**src/pac_regs.svh**
```systemverilog
`ifndef PAC_REGS_SVH
`define PAC_REGS_SVH
// Function
// - Capture input on rising edge, hold half cycle.
// - Delay five stage codes into one aligned word.
// - Overlap stages by one bit, correcting flash errors.
// - Apply stored coefficients, giving 14-bit result.
// - Register result and range flag together.
// - Calibrate from back stage forward, store coefficients.
// - Stages four and five get no coefficients.
// - Busy high from start until coefficients stored.
// - Calibration lasts about 1.49 million cycles.
// - Reset aborts calibration, erases coefficients, idles.
// - Outputs belong to calibration while busy.

// =====================================================
// Register map (byte offsets on the slave bus)
`define PAC_CTRL_OFS 4'h0
`define PAC_STATUS_OFS 4'h4
`define PAC_RESULT_OFS 4'h8
`define PAC_CTRL_START_BIT 0
`define PAC_CTRL_FREEZE_BIT 1
`define PAC_CTRL_RESET 1'b0
`define PAC_ST_BUSY_BIT 0
`define PAC_ST_DONE_BIT 1
`define PAC_ST_CODE_LSB 4
`define PAC_ST_STAGE_LSB 8
`define PAC_RES_OOR_BIT 14

// =====================================================
// Pipeline arithmetic
`define PAC_STEP 3
`define PAC_LAST_SHIFT 2
`define PAC_SUM_OFFSET 18'h0_0924
`define PAC_MID 18'h0_2000
`define PAC_OUT_MAX 18'h0_3fff
`define PAC_SHA_STAGE 2'd0
`define PAC_FIRST_STAGE 2'd3
`define PAC_LAST_CODE 4'hf

// =====================================================
// Timing counts
`define PAC_REQ_EDGES 2'd2
`define PAC_CAL_TOTAL_CYCLES 1490000
`define PAC_CAL_POINTS 49
`define PAC_AVG_LOG2 14

`endif

```
**src/pac_pkg.sv**
```systemverilog
package pac_pkg;

  // Raw code of one front stage quantizer
  typedef logic [3:0] pac_code_t;

  // Codes of all five stages for one sample
  typedef struct packed {
    pac_code_t [3:0] front;
    logic [2:0] last;
  } pac_codes_t;

  // Converted word as it leaves the pins
  typedef struct packed {
    logic oor;
    logic [13:0] data;
  } pac_result_t;

  // Stored correction for one stage and code
  typedef logic signed [11:0] pac_coef_t;

  typedef enum logic [1:0] {
    PAC_IDLE,
    PAC_SETTLE,
    PAC_MEASURE,
    PAC_STORE
  } pac_state_t;

endpackage

```
**src/pac_align.sv**
```systemverilog
module pac_align
  import pac_pkg::*;
(
  input wire logic i_clk,
  input wire logic i_reset,
  input wire logic i_strobe,
  input wire pac_codes_t i_codes,
  output pac_codes_t o_codes
);

  // =====================================================
  // Per-stage delay lines
  pac_codes_t aligned_q;
  pac_code_t [3:0] tap;

  genvar k;
  generate
    for (k = 0; k < 4; k++) begin : g_dly
      localparam int D = 4 - k;
      pac_code_t dly_q [D];
      // Earlier stages wait longer so one sample lines up
      always_ff @(posedge i_clk or posedge i_reset) begin
        if (i_reset) begin
          for (int i = 0; i < D; i++) begin
            dly_q[i] <= '0;
          end
        end else if (i_strobe) begin
          dly_q[0] <= i_codes.front[k];
          for (int i = 1; i < D; i++) begin
            dly_q[i] <= dly_q[i-1];
          end
        end
      end
      assign tap[k] = dly_q[D-1];
    end
  endgenerate

  // All five codes registered together
  always_ff @(posedge i_clk or posedge i_reset) begin
    if (i_reset) begin
      aligned_q <= '0;
    end else if (i_strobe) begin
      aligned_q <= '{front: tap, last: i_codes.last};
    end
  end

  assign o_codes = aligned_q;

endmodule

```
**src/pac_ctrl_top.sv**
```systemverilog
`include "pac_regs.svh"

module pac_ctrl_top
  import pac_pkg::*;
#(
  parameter int SETTLE_CYCLES =
    `PAC_CAL_TOTAL_CYCLES / `PAC_CAL_POINTS - (1 << `PAC_AVG_LOG2),
  parameter int AVG_LOG2 = `PAC_AVG_LOG2
) (
  input wire logic i_clk,
  input wire logic i_reset,
  input wire logic i_cal_req,
  input wire pac_codes_t i_stage_codes,
  input wire logic [3:0] i_avs_address,
  input wire logic i_avs_read,
  input wire logic i_avs_write,
  input wire logic [31:0] i_avs_writedata,
  input wire logic [3:0] i_avs_byteenable,
  output logic [31:0] o_avs_readdata,
  output logic o_avs_waitrequest,
  output logic [13:0] o_data,
  output logic o_out_of_range_flag,
  output logic o_busy,
  output logic o_sha_hold,
  output logic o_cal_switch,
  output logic o_force_en,
  output logic [1:0] o_force_stage,
  output logic [3:0] o_force_code
);

  // =====================================================
  // Constants cut to counter width
  localparam logic [23:0] SETTLE_LAST =
    24'(SETTLE_CYCLES - 1);
  localparam logic [23:0] AVG_LAST =
    24'((1 << AVG_LOG2) - 1);

  // =====================================================
  // Helpers

  // Index into the coefficient memory
  function automatic logic [5:0] coef_idx(
    input logic [1:0] stage,
    input pac_code_t code
  );
    coef_idx = {stage, code};
  endfunction

  // Weighted sum with one overlap bit per stage pair
  function automatic logic [17:0] combine(
    input pac_codes_t c
  );
    logic [17:0] s;
    s = 18'(c.last);
    for (int k = 0; k < 4; k++) begin
      s = s + (18'(c.front[k])
        << (`PAC_LAST_SHIFT + `PAC_STEP * (3 - k)));
    end
    combine = s;
  endfunction

  // =====================================================
  // Declarations
  pac_state_t state_q;
  logic hold_q;
  logic vld_q;
  pac_codes_t al_codes;
  pac_coef_t coef_q [64];
  logic signed [17:0] corr;
  pac_result_t res;
  pac_result_t out_q;
  logic busy_q;
  logic done_q;
  logic [1:0] stage_q;
  pac_code_t code_q;
  logic [23:0] cnt_q;
  logic signed [31:0] acc_q;
  pac_coef_t avg;
  logic [1:0] req_run_q;
  logic req_used_q;
  logic pin_start;
  logic soft_start;
  logic start;
  logic wait_q;
  logic [31:0] rdata_q;
  logic [31:0] rd_d;
  logic freeze_q;
  logic req;
  logic accept;
  logic force_en_q;
  logic [5:0] store_idx;

  // =====================================================
  // Sample timing

  // Hold phase follows each conversion rising edge,
  // acquire phase follows the fall
  always_ff @(posedge i_clk or posedge i_reset) begin
    if (i_reset) begin
      hold_q <= 1'b0;
    end else begin
      hold_q <= ~hold_q;
    end
  end

  // New aligned word is ready one cycle after capture
  always_ff @(posedge i_clk or posedge i_reset) begin
    if (i_reset) begin
      vld_q <= 1'b0;
    end else begin
      vld_q <= ~hold_q;
    end
  end

  // Codes are captured as the hold phase starts
  pac_align u_align (
    .i_clk(i_clk),
    .i_reset(i_reset),
    .i_strobe(~hold_q),
    .i_codes(i_stage_codes),
    .o_codes(al_codes)
  );

  // =====================================================
  // Correction datapath

  // Overlap sum, then subtract the stored errors.
  // Stages four and five have no entries at all.
  always_comb begin
    corr = $signed(combine(al_codes))
      - $signed(`PAC_SUM_OFFSET)
      - 18'(coef_q[coef_idx(`PAC_SHA_STAGE, 4'h0)])
      - 18'(coef_q[coef_idx(2'd1, al_codes.front[0])])
      - 18'(coef_q[coef_idx(2'd2, al_codes.front[1])])
      - 18'(coef_q[coef_idx(2'd3, al_codes.front[2])]);
  end

  // Clamp to 14 bits and flag anything outside
  always_comb begin
    if (corr < 0) begin
      res = '{oor: 1'b1, data: 14'h0000};
    end else if (corr > $signed(`PAC_OUT_MAX)) begin
      res = '{oor: 1'b1, data: 14'h3fff};
    end else begin
      res = '{oor: 1'b0, data: corr[13:0]};
    end
  end

  // =====================================================
  // Output latch

  // Word and flag change in the same edge; while busy the
  // pins show the calibration point instead of samples
  always_ff @(posedge i_clk or posedge i_reset) begin
    if (i_reset) begin
      out_q <= '0;
    end else if (busy_q) begin
      out_q <= '{oor: 1'b0, data: {8'h00, stage_q, code_q}};
    end else if (vld_q && !freeze_q) begin
      out_q <= res;
    end
  end

  // =====================================================
  // Calibrate request

  // Count consecutive high cycles of the request pin
  always_ff @(posedge i_clk or posedge i_reset) begin
    if (i_reset) begin
      req_run_q <= 2'd0;
    end else if (!i_cal_req) begin
      req_run_q <= 2'd0;
    end else if (req_run_q != 2'd3) begin
      req_run_q <= req_run_q + 2'd1;
    end
  end

  // A request held high starts one calibration only;
  // it must drop before it can start another
  always_ff @(posedge i_clk or posedge i_reset) begin
    if (i_reset) begin
      req_used_q <= 1'b0;
    end else if (!i_cal_req) begin
      req_used_q <= 1'b0;
    end else if (pin_start) begin
      req_used_q <= 1'b1;
    end
  end

  // Third high cycle means more than two falling edges
  assign pin_start = i_cal_req && !req_used_q
    && (req_run_q >= `PAC_REQ_EDGES);
  assign start = (pin_start || soft_start)
    && (state_q == PAC_IDLE);

  // =====================================================
  // Calibration sequencer

  assign avg = pac_coef_t'(acc_q >>> AVG_LOG2);
  assign store_idx = coef_idx(stage_q, code_q);

  // Walks residue amplifiers three, two, one, then the
  // sample-hold; each point settles then averages
  always_ff @(posedge i_clk or posedge i_reset) begin
    if (i_reset) begin
      state_q <= PAC_IDLE;
      stage_q <= `PAC_FIRST_STAGE;
      code_q <= 4'h0;
      cnt_q <= 24'h00_0000;
    end else begin
      unique case (state_q)
        PAC_IDLE: begin
          if (start) begin
            state_q <= PAC_SETTLE;
            stage_q <= `PAC_FIRST_STAGE;
            code_q <= 4'h0;
            cnt_q <= 24'h00_0000;
          end
        end
        PAC_SETTLE: begin
          if (cnt_q == SETTLE_LAST) begin
            state_q <= PAC_MEASURE;
            cnt_q <= 24'h00_0000;
          end else begin
            cnt_q <= cnt_q + 24'h00_0001;
          end
        end
        PAC_MEASURE: begin
          if (cnt_q == AVG_LAST) begin
            state_q <= PAC_STORE;
          end else begin
            cnt_q <= cnt_q + 24'h00_0001;
          end
        end
        PAC_STORE: begin
          cnt_q <= 24'h00_0000;
          if (stage_q == `PAC_SHA_STAGE) begin
            state_q <= PAC_IDLE;
          end else if (code_q == `PAC_LAST_CODE) begin
            state_q <= PAC_SETTLE;
            stage_q <= stage_q - 2'd1;
            code_q <= 4'h0;
          end else begin
            state_q <= PAC_SETTLE;
            code_q <= code_q + 4'h1;
          end
        end
      endcase
    end
  end

  // Error of the forced code, seen through later stages
  // that already carry their own corrections
  always_ff @(posedge i_clk or posedge i_reset) begin
    if (i_reset) begin
      acc_q <= 32'sh0000_0000;
    end else if (state_q == PAC_SETTLE) begin
      acc_q <= 32'sh0000_0000;
    end else if (state_q == PAC_MEASURE) begin
      acc_q <= acc_q + 32'(corr - $signed(`PAC_MID));
    end
  end

  // Coefficients are added, so a repeat run trims the
  // residue left by the last one; reset wipes them all
  always_ff @(posedge i_clk or posedge i_reset) begin
    if (i_reset) begin
      for (int i = 0; i < 64; i++) begin
        coef_q[i] <= '0;
      end
    end else if (state_q == PAC_STORE) begin
      coef_q[store_idx] <= coef_q[store_idx] + avg;
    end
  end

  // Busy covers the whole run, done marks a full set
  always_ff @(posedge i_clk or posedge i_reset) begin
    if (i_reset) begin
      busy_q <= 1'b0;
      done_q <= 1'b0;
    end else if (start) begin
      busy_q <= 1'b1;
      done_q <= 1'b0;
    end else if (state_q == PAC_STORE
        && stage_q == `PAC_SHA_STAGE) begin
      busy_q <= 1'b0;
      done_q <= 1'b1;
    end
  end

  // Force the stage under test; the sample-hold point
  // only needs the input shorted to common mode
  always_ff @(posedge i_clk or posedge i_reset) begin
    if (i_reset) begin
      force_en_q <= 1'b0;
    end else begin
      force_en_q <= (state_q != PAC_IDLE)
        && (stage_q != `PAC_SHA_STAGE);
    end
  end

  // =====================================================
  // Avalon slave

  assign req = i_avs_read || i_avs_write;
  assign accept = req && !wait_q;

  // One wait cycle per access, then a single ready cycle
  always_ff @(posedge i_clk or posedge i_reset) begin
    if (i_reset) begin
      wait_q <= 1'b1;
    end else begin
      wait_q <= !(req && wait_q);
    end
  end

  // Read mux; unmapped offsets return zero
  always_comb begin
    rd_d = 32'h0000_0000;
    case (i_avs_address)
      `PAC_CTRL_OFS: begin
        rd_d[`PAC_CTRL_FREEZE_BIT] = freeze_q;
      end
      `PAC_STATUS_OFS: begin
        rd_d[`PAC_ST_BUSY_BIT] = busy_q;
        rd_d[`PAC_ST_DONE_BIT] = done_q;
        rd_d[`PAC_ST_CODE_LSB +: 4] = code_q;
        rd_d[`PAC_ST_STAGE_LSB +: 2] = stage_q;
      end
      `PAC_RESULT_OFS: begin
        rd_d[`PAC_RES_OOR_BIT:0] = out_q;
      end
      default: begin
        rd_d = 32'h0000_0000;
      end
    endcase
  end

  // Data is loaded as waitrequest drops and stands then
  always_ff @(posedge i_clk or posedge i_reset) begin
    if (i_reset) begin
      rdata_q <= 32'h0000_0000;
    end else if (i_avs_read && wait_q) begin
      rdata_q <= rd_d;
    end
  end

  assign soft_start = accept && i_avs_write
    && (i_avs_address == `PAC_CTRL_OFS) && i_avs_byteenable[0]
    && i_avs_writedata[`PAC_CTRL_START_BIT];

  // Freeze holds the pins on the last converted word while not busy; busy still loads the calibration point
  always_ff @(posedge i_clk or posedge i_reset) begin
    if (i_reset) begin
      freeze_q <= `PAC_CTRL_RESET;
    end else if (accept && i_avs_write
        && i_avs_address == `PAC_CTRL_OFS
        && i_avs_byteenable[0]) begin
      freeze_q <= i_avs_writedata[`PAC_CTRL_FREEZE_BIT];
    end
  end

  // =====================================================
  // Outputs, all straight from flops

  assign o_avs_readdata = rdata_q;
  assign o_avs_waitrequest = wait_q;
  assign o_data = out_q.data;
  assign o_out_of_range_flag = out_q.oor;
  assign o_busy = busy_q;
  assign o_sha_hold = hold_q;
  assign o_cal_switch = busy_q;
  assign o_force_en = force_en_q;
  assign o_force_stage = stage_q;
  assign o_force_code = code_q;

endmodule

```
**config.mk**
```make
export PLATFORM = sky130hd
export DESIGN_NAME = pac_ctrl_top
export DESIGN_NICKNAME = d
export VERILOG_FILES = /design/src/pac_pkg.sv /design/src/pac_align.sv /design/src/pac_ctrl_top.sv
export VERILOG_INCLUDE_DIRS = /design/src
export SDC_FILE = /design/constraint.sdc
export NUM_CORES = 2
export LEC_CHECK = 0
export BUFFER_PORTS_ARGS = -buffer_cell sky130_fd_sc_hd__buf_2
export CAP_MARGIN = 40
export CORE_AREA = 2 2 378 380
export CTS_CLUSTER_DIAMETER = 200
export CTS_CLUSTER_SIZE = 8
export DETAILED_ROUTE_END_ITERATION = 8
export DIE_AREA = 0 0 380 382
export GPL_TIMING_DRIVEN = 0
export PLACE_DENSITY = 0.6
export SLEW_MARGIN = 20
export SYNTH_ARGS = -nofsm -noshare
export SYNTH_HDL_FRONTEND = slang
export SYNTH_SLANG_ARGS = --single-unit
```
**constraint.sdc**
```tcl
create_clock -name i_clk -period 72.7 [get_ports i_clk]
set_input_delay 3.635 -clock i_clk [delete_from_list [all_inputs] [get_ports i_clk]]
set_output_delay 3.635 -clock i_clk [all_outputs]
set_load 0.01 [all_outputs]
```
## Word-level counts from Yosys, hierarchy flattened

Index checks and enable logic that the tools add are counted.

| word-level totals | value |
|---|---|
| register bits | 930 |
| input port bits | 64 |
| output and inout bits | 58 |
| word-level logic and storage cells | 225 |

| cells by class | value |
|---|---|
| $add $sub $neg | 16 |
| order comparisons | 8 |
| eq/ne operators | 17 |
| multiplexer cells | 51 |
| bitwise gates (word level) | 5 |
| reduce and logical (&&, ||, !) cells | 33 |

Operator list:

| kind | count |
|---|---|
| $bwmux 768 | 1 |
| $bmux 12 s6 | 4 |
| $mux 12 | 9 |
| $pmux 24 s4 | 1 |
| $demux 12 s6 | 1 |
| $mux 24 | 3 |
| $sub 18x12->18 | 4 |
| $mux 32 | 2 |
| $mux 15 | 4 |
| $eq 24x14->1 const B | 2 |
| $add 32x19->32 | 1 |
| $ge 7x7->1 const B | 4 |
| $add 24x1->24 const B | 1 |
| $not 6->7 | 3 |
| $sub 18x15->19 const B | 1 |
| $add 17x9->18 | 1 |
| $add 18x6->18 | 1 |
| $gt 18x15->1 const B | 1 |
| $lt 18x1->1 const B | 1 |
| $mux 2 | 9 |
| $sub 18x13->18 const B | 1 |
| $add 16x12->17 | 1 |
| $add 3x15->16 | 1 |
| $logic_and 1x1->1 | 14 |
| 31 further kinds | 59 |

## Depth between registers and ports, before layout

| depth | value |
|---|---|
| depth after elaboration | 14 |
| mapped depth | 33 |
| mapped depth without buffers | 30 |

## By module

Synthesis repeated with hierarchy kept, for this count alone.

| unflattened totals | value |
|---|---|
| cell total of the unflattened synthesis | 4,720 |
| area total of the unflattened synthesis | 48,666.7 um^2 |

Modules (own cells, without submodules):

| module | times used | cells an instance | area an instance (um^2) | seq. area each (um^2) |
|---|---|---|---|---|
| pac_ctrl_top | 1 | 4,594 | 46,427.0 | 21,649.5 |
| pac_align | 1 | 126 | 2,239.6 | 1,476.4 |

## Worst setup path after synthesis

No wires, ideal clock.

| path | value |
|---|---|
| path kind | flip-flop to flip-flop |
| start point | register u_align.aligned_q (netlist bit u_align.o_codes[7]) |
| end point | register acc_q[25] |
| setup time | 123 ps |
| data arrival time | 8,016 ps |
| data required time | 72,577 ps |
| slack | 64,561 ps |
| stages on the path, launching flop included | 32 |
| path buffers | 3 |
| clock period less this slack | 8,139 ps |
| path through | dfrtp_1 clkbuf_1 clkbuf_1 buf_2 mux4_2 mux4_2 fa_1 inv_1 fa_1 inv_1 fa_1 inv_1 ha_1 ha_1 fa_1 a211oi_1 o21ai_1 a31oi_1 a21oi_1 mux2i_2 nand2_2 nand2b_1 nand2_1 ha_1 a21oi_1 a21oi_1 o21ai_0 a31oi_1 a211oi_1 xnor2_1 mux2i_1 o2bb2ai_1 |

| between the ends | value |
|---|---|
| longest elaborated chain between the ends | 12 |
| elaborated cells between the ends (all ways) | 16 |
| those cells by class | add/sub (10); mux (5); bitwise (1) |

Ends and longest elaborated chain:

| item | RTL line | RTL |
|---|---|---|
| start: declaration | pac_align.sv:13 | `pac_codes_t aligned_q;` |
| start signal: assignment | pac_align.sv:43 | `aligned_q <= '{front: tap, last: i_codes.last};` |
| $add 16x12->17 | pac_ctrl_top.sv:56 | `s = s + (18'(c.front[k])` |
| $add 17x9->18 | pac_ctrl_top.sv:56 |  |
| $add 18x6->18 | pac_ctrl_top.sv:56 |  |
| $sub 18x13->18 | pac_ctrl_top.sv:130 | `corr = $signed(combine(al_codes))` |
| $sub 18x12->18 (2 in series) | pac_ctrl_top.sv:130 |  |
| $sub 18x12->18 * (2 in series) | pac_ctrl_top.sv:130 |  |
| $sub 18x15->19 * | pac_ctrl_top.sv:260 | `` acc_q <= acc_q + 32'(corr - $signed(`PAC_MID)); `` |
| $add 32x19->32 * | pac_ctrl_top.sv:260 |  |
| $mux 32 * | pac_ctrl_top.sv:259 | `end else if (state_q == PAC_MEASURE) begin` |
| $mux 32 * | pac_ctrl_top.sv:257 | `end else if (state_q == PAC_SETTLE) begin` |
| end signal: assignment | pac_ctrl_top.sv:260 |  |
| end: declaration | pac_ctrl_top.sv:77 | `logic signed [31:0] acc_q;` |

Mark *: on every way between the ends. The rest lies on a longest branch, timed or not. The select of a mux whose other input is x is not followed.
A chain may end at the register's enable or synchronous reset.

## Final worst setup path

| path | value |
|---|---|
| start point | register u_align.aligned_q (netlist bit u_align.o_codes[8]) |
| end point | register acc_q[23] |

The elaborated chain is that of the path after synthesis.

==> results.sh <==
export IMPL_status="complete, no violations"
export IMPL_grt_pass1_wl_mm=309.9
export IMPL_synth_flop_cell="dfrtp_1"
export IMPL_crit_slowest_cell="clkbuf_1"
export IMPL_p_int_mw=1.149
export IMPL_htree_levels=4
export IMPL_clockBufferDepth=3
export IMPL_place_inst=6792
export IMPL_drive_above_1_share=0.1739
export IMPL_start_util=0.3490
export IMPL_core_sq_um=140900
export IMPL_reg2reg_from="u_align.o_codes[8]"
export IMPL_wl_per_cell_um=31.58
export IMPL_fin_crit_sh=0.1374
export IMPL_hold_violations=0
export IMPL_synthMuxAreaShare=0.1623
export IMPL_r2r_cells=30
export IMPL_synth_compound_area_frac=0.1646
export IMPL_dieArea_sq_um=145200
export IMPL_utilization=0.4034
export IMPL_num_rows=138
export IMPL_insertion_delay_ns=0.78
export IMPL_worstHoldPathCells=2
export IMPL_yosysTopAreaCell="dfrtp_1"
export IMPL_p_leak_nw=24.41
export IMPL_synth_simple_area_share=0.1004
export IMPL_max_clock_freq_mhz=100.1
export IMPL_synth_edf_count=0
export IMPL_grt_overflow=0
export IMPL_portBuffers=71
export IMPL_cp_num_buf_inv=5
export IMPL_cts_hold_buffers_added=0
export IMPL_drc=0
export IMPL_dpl_hpwl_mm=156.0
export IMPL_post_route_min_period_ns=9.990
export IMPL_finalSetupViolCount=0
export IMPL_synth_seq_cells=924
export IMPL_switching_power_mw=1.052
export IMPL_combPwrFrac=0.481
export IMPL_worstMarginPinSlew_ns=1.040
export IMPL_cts_root_buf="clkbuf_16"
export IMPL_synth_area_sq_um=49180
export IMPL_post_cts_resized=0
export IMPL_cts_buffers=133
export IMPL_synth_distinct_cells=86
export IMPL_max_cap_violations=0
export IMPL_worstPathRequired_ns=73.36
export IMPL_ys_top_cells_by_area="dfrtp_1 (47%), mux4_2 (9.9%), o21ai_0 (8.1%), nand2_1 (7.2%), mux2_2 (4.6%)"
export IMPL_io_pins=122
export IMPL_swShare=0.4781
export IMPL_async_flop_share=1.000
export IMPL_power_density_nw_per_um2=38.72
export IMPL_path_class="flop to flop"
export IMPL_syn_to_final_growth_pct=15.58
export IMPL_critPathCaptureType="flop"
export IMPL_ys_top_cells_by_count="nand2_1 (939), dfrtp_1 (921), o21ai_0 (799), clkbuf_1 (303), mux4_2 (216)"
export IMPL_postCtsSetupBuffers=0
export IMPL_synth_seq_area_share=0.4702
export IMPL_finalPower_mw=2.201
export IMPL_slew_violations=0
export IMPL_cp_arrival_ns=10.65
export IMPL_gp_congestion=1.056
export IMPL_slew_headroom=0.3002
export IMPL_clock_sinks=924
export IMPL_fp_dieW_um=380
export IMPL_crit_family="adder cells"
export IMPL_grt_pass1_vias=41120
export IMPL_antenna_found_initial=23
export IMPL_drtPass1Iterations=9
export IMPL_routed_via_density=6.237
export IMPL_seq_power_share=0.256
export IMPL_path_clk_slew_ns=0.05
export IMPL_ff2ff_setup_slack_ns=62.71
export IMPL_hold_end="o_avs_readdata[3]"
export IMPL_die_h_um=382
export IMPL_synth_top_family_by_area="compound AO/OA/AOI/OAI gates"
export IMPL_wl_mm=220.2
export IMPL_hold_path_class="flop to flop"
export IMPL_fin_skew_ns=0.03790
export IMPL_drt_iter0_markers=6582
export IMPL_final_nets=5267
export IMPL_synthMostInstantiatedCell="nand2_1"
export IMPL_yosys_area_share_adder=0.04758
export IMPL_crit_path_start="u_align.o_codes[8]"
export IMPL_synth_top_area_share=0.4686
export IMPL_syn_avg_cell_area_sq_um=10.34
export IMPL_r2r_end="acc_q[23]"
export IMPL_final_cells=6972
export IMPL_cp_start_kind="flop"
export IMPL_clkPwrFrac=0.263
export IMPL_yosysWarnings=0
export IMPL_cpPeakStageDelay_ns=0.74
export IMPL_num_vias=43480
export IMPL_drtAntennaViolNets=0
export IMPL_rsz0062_at_grt="no"
export IMPL_tritoncts="built"
export IMPL_synthCells=4755
export IMPL_grt_start_max_net_pins=106
export IMPL_hp_start="o_avs_readdata[3]"
export IMPL_synth_xor_area_frac=0.007658
export IMPL_tns_ns=0
export IMPL_crit_fanout=10
export IMPL_grtUsageTotal=0.2981
export IMPL_ir_drop_v=0.00004032
-- metrics by stage --
stage | area (sq um) | hold WS [ns] | setup WS [ns]
floorplan | 49240 | 0.4444 | 43.09
global placement | 51960 | 0.4556 | 31.73
detailed placement | 53020 | 0.4648 | 62.92
CTS | 56710 | 0.4753 | 62.86
global route | 56820 | 0.4938 | 62.29
finish | 56840 | 0.4708 | 62.71
-- power groups by stage --
stage / clock network, mW / logic, mW / registers, mW
after detailed placement: 0 / 0.996 / 0.570
after floorplan: 0 / 0.539 / 0.562
after CTS: 0.580 / 1.00 / 0.562
after global routing: 0.601 / 1.08 / 0.565
final: 0.579 / 1.06 / 0.563
after global placement: 0 / 0.953 / 0.571
-- registers in the layout (all words and copies together) (netlist names), 4 cells and up --
name,count
acc_q,26
cnt_q,24
coef_q,768
o_avs_readdata,15
o_data,14
o_force_code,4
u_align.g_dly.dly_q,40
u_align.o_codes,19
-- cells in the final DEF (no fill, tap or decap), types with 14 or more instances in the layout --
cell | netlist | routed
nand3_1 | 28 | 28
a211oi_1 | 17 | 17
and2_1 | 15 | 15
buf_8 | 0 | 17
buf_6 | 9 | 44
nor2_1 | 111 | 109
ha_1 | 107 | 107
clkbuf_2 | 0 | 34
buf_2 | 40 | 127
a31oi_1 | 21 | 21
buf_1 | 36 | 22
conb_1 | 1 | 17
o21ai_1 | 34 | 34
a21o_1 | 30 | 30
nand2_1 | 939 | 939
xnor2_1 | 24 | 20
clkbuf_1 | 303 | 281
nand2b_1 | 17 | 17
nor2b_1 | 19 | 19
clkbuf_16 | 0 | 136
fa_1 | 50 | 50
mux2_2 | 201 | 201
o22ai_1 | 14 | 14
dfrtp_1 | 921 | 921
a221o_1 | 20 | 20
a22oi_1 | 106 | 106
nor3_1 | 15 | 15
mux2i_1 | 84 | 84
mux4_2 | 216 | 216
a221oi_1 | 35 | 35
buf_4 | 31 | 32
inv_1 | 133 | 132
a22o_1 | 45 | 45
o21ai_0 | 799 | 799
o211ai_1 | 26 | 26
a21oi_1 | 127 | 127
-- worst min-delay path: cells and delay by family (launching register included) --
family	cells	cell delay, ns
simple gates	1	0.04
compound gates	1	0.06
flops	1	0.33
-- per-layer routing --
metal  routed length [um]  vias to the layer above  track usage
met5                  376                        -     0.009590
met4                17170                       28       0.1855
met3                33160                      875       0.1411
met2                88560                     3227       0.4147
met1                80930                    21840       0.3703
li1                     -                    17510            -
-- layout make-up --
cell class,instances,area (sq um)
multi-input combinational,3292,23890
buffer,419,1868
timing repair buffer,140,1360
antenna,11,27.53
inverter,136,518.0
clock buffer,147,3445
tap,1890,2365
sequential,924,23130
fill,13790,84050
clock inverter,13,241.5
-- cell families after synthesis --
logic type	Yosys count
AOI/OAI and AO/OA	1367
and+or+nand+nor	1209
DFF	924
buffers and inverters	555
muxes	502
adders and majority gates	157
xor gates and xnor gates	40
other	1
-- worst max-delay path by stage --
stage	slack (ns)	cells past startpoint	end
floorplan	43.09	1	acc_q[0]
global placement	31.73	2	coef_q[294]
detailed placement	62.92	32	acc_q[25]
CTS	62.86	32	acc_q[25]
global route	62.29	32	acc_q[23]
finish	62.71	30	acc_q[23]
No activity file was read; power rests on OpenSTA's default activity.
